===== src/hdl/fnd_pkg.sv =====
package fnd_pkg;
  // -------------------------------------------------------------------------
  // field widths
  // -------------------------------------------------------------------------
  localparam int unsigned FND_ND_W   = 10;
  localparam int unsigned FND_NUM_W  = 18;
  localparam int unsigned FND_RD_W   = 5;
  localparam int unsigned FND_OD_W   = 3;
  localparam int unsigned FND_SEED_W = 8;
  // -------------------------------------------------------------------------
  // reset values
  // -------------------------------------------------------------------------
  localparam logic [FND_ND_W-1:0]   FND_ND_RST   = 10'h0fa;
  localparam logic [FND_NUM_W-1:0]  FND_NUM_RST  = 18'h03fff;
  localparam logic [FND_RD_W-1:0]   FND_RD_RST   = 5'h01;
  localparam logic [FND_OD_W-1:0]   FND_OD_RST   = 3'h1;
  localparam logic [FND_SEED_W-1:0] FND_SEED_RST = 8'h11;
  localparam logic                  FND_INT_RST  = 1'b0;
  localparam logic                  FND_AUTO_RST = 1'b1;
  // -------------------------------------------------------------------------
  // types
  // -------------------------------------------------------------------------
  typedef logic [FND_ND_W-1:0] fnd_cnt_t;
endpackage


===== src/hdl/fnd_control.sv =====
`timescale 1ns/100ps
`default_nettype none
module fnd_control (
  input  wire logic                           clk,
  input  wire logic                           rst_n,
  input  wire logic                           ref_in,
  input  wire logic                           vco_in,
  input  wire logic [fnd_pkg::FND_RD_W-1:0]   ref_divider,
  input  wire logic [fnd_pkg::FND_ND_W-1:0]   integer_feedback_divider,
  input  wire logic [fnd_pkg::FND_NUM_W-1:0]  frac_numerator,
  input  wire logic [fnd_pkg::FND_OD_W-1:0]   out_divider,
  input  wire logic [fnd_pkg::FND_SEED_W-1:0] mod_seed,
  input  wire logic                           integer_mode_select,
  input  wire logic                           auto_modulator_reset_enable,
  input  wire logic                           setting_write,
  input  wire logic                           force_modulator_reset,
  output var  logic                           phase_detector_ref,
  output var  logic                           phase_detector_fb,
  output var  logic                           synth_output,
  output var  logic [fnd_pkg::FND_ND_W-1:0]   feedback_ratio,
  output var  logic                           force_reset_pending,
  output var  logic                           modulator_standby
);
  import fnd_pkg::*;

  // -------------------------------------------------------------------------
  // state
  // -------------------------------------------------------------------------
  typedef struct packed {
    logic [2:0]           ref_sync;
    logic [2:0]           vco_sync;
    logic                 ref_lvl;
    logic                 vco_lvl;
    logic [FND_NUM_W-1:0] acc;
    logic [FND_ND_W-1:0]  ratio;
    logic                 rst_pend;
    logic                 standby;
    logic                 ref_pulse;
    logic                 fb_pulse;
    logic                 synth;
  } fnd_ctl_s;

  fnd_ctl_s st;
  fnd_ctl_s next_st;

  logic ref_rise;
  logic vco_rise;
  logic pd_tick;
  logic fb_tick;
  logic out_tick;

  function automatic logic [FND_NUM_W-1:0] seed_state(
    input logic [FND_SEED_W-1:0] s);
    seed_state = {10'h000, s};
  endfunction

  // -------------------------------------------------------------------------
  // dividers
  // -------------------------------------------------------------------------
  fnd_divider u_ref_div (
    .clk   (clk),
    .rst_n (rst_n),
    .tick  (ref_rise),
    .ratio ({5'h00, ref_divider}),
    .pulse (pd_tick)
  );

  fnd_divider u_fb_div (
    .clk   (clk),
    .rst_n (rst_n),
    .tick  (vco_rise),
    .ratio (st.ratio),
    .pulse (fb_tick)
  );

  fnd_divider u_out_div (
    .clk   (clk),
    .rst_n (rst_n),
    .tick  (vco_rise),
    .ratio ({7'h00, out_divider}),
    .pulse (out_tick)
  );

  // -------------------------------------------------------------------------
  // next state
  // -------------------------------------------------------------------------
  logic [FND_NUM_W:0] sum;
  logic               mod_reset;

  always_comb begin
    next_st          = st;
    next_st.ref_sync = {st.ref_sync[1:0], ref_in};
    next_st.vco_sync = {st.vco_sync[1:0], vco_in};
    if (st.ref_sync[1] == st.ref_sync[2]) begin
      next_st.ref_lvl = st.ref_sync[2];
    end
    if (st.vco_sync[1] == st.vco_sync[2]) begin
      next_st.vco_lvl = st.vco_sync[2];
    end
    next_st.ref_pulse = pd_tick;
    next_st.fb_pulse  = fb_tick;
    if (out_tick) begin
      next_st.synth = ~st.synth;
    end
    next_st.standby = integer_mode_select;
    mod_reset = st.rst_pend
              | (auto_modulator_reset_enable & setting_write);
    // set wins: a new request in the clearing cycle stays pending
    next_st.rst_pend = force_modulator_reset;
    sum = {1'b0, st.acc} + {1'b0, frac_numerator};
    if (mod_reset) begin
      next_st.acc   = seed_state(mod_seed);
      next_st.ratio = integer_feedback_divider;
    end else if (integer_mode_select) begin
      next_st.ratio = integer_feedback_divider;
    end else if (pd_tick) begin
      // first-order overflow gives carry into n at most once per detector cycle
      next_st.acc   = sum[FND_NUM_W-1:0];
      next_st.ratio = integer_feedback_divider
                    + {9'h000, sum[FND_NUM_W]};
    end
  end

  assign ref_rise = next_st.ref_lvl & ~st.ref_lvl;
  assign vco_rise = next_st.vco_lvl & ~st.vco_lvl;

  always_ff @(posedge clk or negedge rst_n) begin
    if (!rst_n) begin
      st          <= '0;
      st.acc      <= {10'h000, FND_SEED_RST};
      st.ratio    <= FND_ND_RST;
      st.standby  <= FND_INT_RST;
    end else begin
      st <= next_st;
    end
  end

  assign phase_detector_ref  = st.ref_pulse;
  assign phase_detector_fb   = st.fb_pulse;
  assign synth_output        = st.synth;
  assign feedback_ratio      = st.ratio;
  assign force_reset_pending = st.rst_pend;
  assign modulator_standby   = st.standby;
endmodule // fnd_control
`default_nettype wire


===== src/hdl/fnd_divider.sv =====
`timescale 1ns/100ps
`default_nettype none
// -------------------------------------------------------------------------
// programmable divide-by-n counter, one pulse every n input edges
// -------------------------------------------------------------------------
module fnd_divider (
  input  wire logic              clk,
  input  wire logic              rst_n,
  input  wire logic              tick,
  input  wire fnd_pkg::fnd_cnt_t ratio,
  output var  logic              pulse
);
  import fnd_pkg::*;

  typedef struct packed {
    fnd_cnt_t cnt;
    logic     pulse;
  } fnd_div_s;

  fnd_div_s st;
  fnd_div_s next_st;

  always_comb begin
    next_st       = st;
    next_st.pulse = 1'b0;
    if (tick) begin
      // ratio of 0 or 1 passes every tick
      if (st.cnt + 10'h001 >= ratio) begin
        next_st.cnt   = '0;
        next_st.pulse = 1'b1;
      end else begin
        next_st.cnt = st.cnt + 10'h001;
      end
    end
  end

  always_ff @(posedge clk or negedge rst_n) begin
    if (!rst_n) begin
      st <= '0;
    end else begin
      st <= next_st;
    end
  end

  assign pulse = st.pulse;
endmodule // fnd_divider
`default_nettype wire


===== config.mk =====
export PLATFORM = sky130hd
export DESIGN_NAME = fnd_control
export DESIGN_NICKNAME = d
export VERILOG_FILES = /design/src/hdl/fnd_pkg.sv /design/src/hdl/fnd_control.sv /design/src/hdl/fnd_divider.sv
export SDC_FILE = /design/constraint.sdc
export NUM_CORES = 1
export LEC_CHECK = 0
export BUFFER_PORTS_ARGS = -buffer_cell sky130_fd_sc_hd__buf_2
export CORE_MARGIN = 2
export CORE_UTILIZATION = 28
export CTS_CLUSTER_SIZE = 10
export DETAILED_ROUTE_END_ITERATION = 6
export GPL_ROUTABILITY_DRIVEN = 0
export PLACE_DENSITY = 0.46
export SLEW_MARGIN = 20
export SYNTH_ARGS = -nofsm -noshare
export SYNTH_HDL_FRONTEND = slang
export SYNTH_HIERARCHICAL = 1
export SYNTH_SLANG_ARGS = --single-unit

===== constraint.sdc =====
create_clock -name clk -period 2.7 [get_ports clk]
set_input_delay 0.675 -clock clk [delete_from_list [all_inputs] [get_ports clk]]
set_output_delay 0.675 -clock clk [all_outputs]
set_load 0.05 [all_outputs]

# == Word-level counts from Yosys, hierarchy flattened ==
# Index checks and enable logic that the tools add are counted.
# op_classes
n_addsub,5
bitwise_logic,7
eq_ne,3
reduce_logical,3
mux,15
n_lt_le_gt_ge,3
# ops
operator,n
$mux W28,2
$mux W10,4
$add A10 B1 Y10 const B,3
$add A18 B18 Y19,1
$mux W18,1
$add A10 B1 Y10,1
$ge A10 B10 Y1,1
$ge A10 B3 Y1,1
$ge A10 B5 Y1,1
$mux W1,8
$and A1 B1 Y1,3
$not A1 Y1,3
$reduce_bool A3 Y1,1
$eq A1 B1 Y1,2
$ne A2 B1 Y1 const B,1
$reduce_and A2 Y1,1
$reduce_bool A2 Y1,1
$or A1 B1 Y1,1
# word_totals
input_bits,52
out_inout_bits,15
ff_bits,74
elab_cells,53

# == Longest topological paths before layout ==
# depth
depth_word,5
mapped_depth,15
depth_no_buf,15

# == Hierarchy ==
# The synthesis kept the hierarchy.
# by_module_without_submodules
module,cells_per_inst,n_inst,seq_area_each_um2,area_each_um2
fnd_control,294,1,1036.0,2640.0
fnd_divider,100,3,275.3,875.8

# == Worst setup path after synthesis ==
# OpenSTA, ideal clock, no wires.
# synth_path
kind,input port to flip-flop
startpoint,input frac_numerator[0] (netlist bit)
endpoint,register feedback_ratio[4] (netlist name)
setup_ns,0.079
cell_stages,15
path_buffers,0
required_time_ns,2.621
arrival_time_ns,3.069
slack_ns,-0.448
cell_sequence,ha_1 -> inv_1 -> fa_1 -> and2b_1 -> o31ai_1 -> a31o_2 -> a211oi_1 -> o211ai_1 -> nand2_1 -> ha_1 -> ha_1 -> and3_1 -> nand2_1 -> xor2_1 -> o21ai_0
# synth_between
elab_chain_len,5
# synth_lines
item,line,source
"start, declared",fnd_control.sv:10,"input wire logic [fnd_pkg::FND_NUM_W-1:0] frac_numerator,"
$add A18 B18 Y19,fnd_control.sv:110,"sum = {1'b0, st.acc} + {1'b0, frac_numerator};"
$add A10 B1 Y10,fnd_control.sv:120,"+ {9'h000, sum[FND_NUM_W]};"
$mux W28,fnd_control.sv:116,end else if (pd_tick) begin
$mux W10,fnd_control.sv:114,end else if (integer_mode_select) begin
$mux W28,fnd_control.sv:111,if (mod_reset) begin
# Every way passes these cells. The select of a mux whose other input is x is not followed.
# A chain may end at the register's enable or synchronous reset.

==> impl_metrics.tcl <==
set metrics [dict create \
    die-area_um2 19900 \
    synth_edf_count 0 \
    cts_root_buf "clkbuf_16" \
    fill_cells 1937 \
    syn_avg_cell_area_um2 8.87 \
    synth_top_family_by_area "compound AO/OA/AOI/OAI gates" \
    synth-adder-area-share 0.133 \
    place_area_um2 6290 \
    cp_cell_sequence "ha_4 > inv_2 > fa_2 > and2b_2 > o31ai_4 > a31o_4 > a211oi_4 > o211ai_1 > nand2_1 > ha_4 > ha_4 > and3_4 > nand2_1 > xor2_1 > o21ai_1" \
    grt_overflow 0 \
    coreArea_um2 18600 \
    worst_setup_path_end_kind "flip-flop" \
    numCtsBuffers 9 \
    synthCells 594 \
    relSlewSlack 0.666 \
    crit_top_cell "ha_4" \
    ir_worst_vdd_mv 0.320 \
    synth-seq-cells 74 \
    dpl.hpwl_um 9880 \
    die_height_um 141 \
    drt_wl_total_um 12800 \
    rsz0062_at_grt "true" \
    postCtsHoldBufs 0 \
    dr.first_iter.drc_count 159 \
    critPathKind "reg2reg" \
    multi_input_area_um2 3220 \
    path_buf_inv 1 \
    cts_buffer_depth 2 \
    synth-compound-area-share 0.197 \
    max_cap_violations 0 \
    cp-start-kind "flip-flop" \
    yosysWarnings 6 \
    dr.max_layer_used "met4" \
    drc 0 \
    cp.required_ps 2970 \
    synth-seq-area-share 0.353 \
    skew_ps 5.80 \
    leakagePower_nw 3.12 \
    ys_async_sr_fraction 1.00 \
    design_area_um2 6720 \
    cts_tree "yes" \
    violations "setup timing" \
    layout-drive-gt1-share 0.271 \
    grt_usage 0.135 \
    vias_per_cell 4.76 \
    slowest_delay_ps 540 \
    finalCoreUtilization 0.361 \
    grt_max_degree 47 \
    crit_path_max_fanout 3 \
    tns_ps -1290 \
    final_common_cell "dfrtp_1" \
    clock-sinks 74 \
    cp_slowest_cell "dfstp_2" \
    drtAntennaViolNets 0 \
    critPathTopFamily "compound AO/OA/AOI/OAI gates" \
    grt_pass1_wl_um 21800 \
    fmax_ghz 0.343 \
    rows 50 \
    io_pins 67 \
    avgRoutedWirePerCell_um 13.4 \
    clkTransAtPathRegs_ps 60 \
    post-place-ws_ps -610 \
    yosys.area_share.simple 0.168 \
    first_global_vias 4574 \
    period_share 1.08 \
    nets 824 \
    timing.final.max_slew_violations 0 \
    timing.final.ws_setup_ps -215 \
    regArea_um2 1860 \
    period_needed_ps 2920 \
    synthXorXnorAreaFrac 0.0741 \
    synthMuxAreaShare 0.00760 \
    area_delta_synth_final_pct 27.5 \
    start_util 0.284 \
    cts_max_level 3 \
    antenna_found_initial 1 \
    dr.pass1.iters 4 \
    met3_length_um 371 \
    clk_latency_ps 340 \
    routed-wl-met2_um 6290 \
    hold_ws_ps 282 \
    worst_slew_pin_slew_ps 501 \
    layout_common_cells "dfrtp_1 (66), buf_2 (65), nand2_1 (63)" \
    ys.flop_type "dfrtp_1" \
    hold_violations 0 \
    port_buffers 66 \
    setup_viol_count_final 8 \
    fp.dieW_um 141 \
    synth_cell_type_count 57 \
    cp.arrival_ps 3190 \
    drt-met1-wl_um 6030 \
    hold_path.class "in2async" \
    synth_area_um2 5270 \
    route.vias.total 4562 \
    pwr_density_cell_nw_per_um2 660 \
    outcome "complete, but fails checks" \
]
per-layer routing:
metal	vias to the layer above	global-route usage
li1	2330	-
met1	2160	0.175
met2	63	0.227
met3	9	0.0282
met4	0	0.0363
met5	-	0
through the flow:
step                power [mW]  instances
floorplan                 2.63        605
global placement          3.09        937
detailed placement        3.14        937
CTS                       4.50        955
global route              4.80        958
finish                    4.44        958
report_power, final:
group          internal, mW  switching [mW]
logic                 0.735           0.872
registers              1.32           0.199
clock network         0.832           0.480
flip-flops by register name, indices dropped and copies added (netlist names):
| signal | count |
|---|---|
| u_out_div/st | 10 |
| feedback_ratio | 10 |
| synth_output | 1 |
| phase_detector_ref | 1 |
| st | 22 |
| u_fb_div/st | 10 |
| phase_detector_fb | 1 |
| u_ref_div/pulse | 1 |
| u_out_div/pulse | 1 |
| next_st | 4 |
| modulator_standby | 1 |
| u_ref_div/st | 10 |
| force_reset_pending | 1 |
| u_fb_div/pulse | 1 |
layout make-up:
class | count | area share
sequential | 74 | 0.277
timing repair buffer | 128 | 0.121
multi-input combinational | 451 | 0.480
antenna | 1 | 0.000373
inverter | 54 | 0.0302
clock buffer | 11 | 0.0361
clock inverter | 5 | 0.0116
tap | 234 | 0.0436
synth_stat cells (all sizes together) (13+ instances only):
cell	number	area, um2
nand3	24	135
xnor2	27	259
inv	54	203
a21oi	42	210
and3	15	97.6
o22ai	20	144
o21ai	43	219
dfrtp	66	1650
buf	19	119
xor2	15	131
nand2	65	244
nand2b	13	81.3
nor2	27	111
ha	53	663
final timing paths:
kind,start,to,slack [ps],cells past startpoint
min reg2reg,next_st[39]$_DFF_PN0_,next_st[40]$_DFF_PN0_,350,0
min,rst_n,u_out_div/st[1]$_DFFE_PN0P_,280,1
max,st[15]$_DFFE_PN1P_,feedback_ratio[4]$_DFFE_PN1P_,-220,15
max in group asynchronous,rst_n,feedback_ratio[5]$_DFFE_PN1P_,1770,2
min in group clk,next_st[39]$_DFF_PN0_,next_st[40]$_DFF_PN0_,350,0
max reg2reg,st[15]$_DFFE_PN1P_,feedback_ratio[4]$_DFFE_PN1P_,-220,15
repair_timing:
action	CTS	global route
buffers inserted	2	2
resized for setup	5	13
endpoints found under the setup margin	9	27
pin swaps	7	5
cells by family (layout without fill, tap and decap cells):
| kind of cell | after synthesis | after routing |
|---|---|---|
| compound gates | 160 | 160 |
| xor+xnor | 42 | 42 |
| fa+ha+maj | 56 | 56 |
| buf+inv | 80 | 198 |
| flops | 74 | 74 |
| mux | 4 | 4 |
| other cells | 1 | 13 |
| simple gates | 177 | 177 |
No activity file was read; power rests on OpenSTA's default activity.
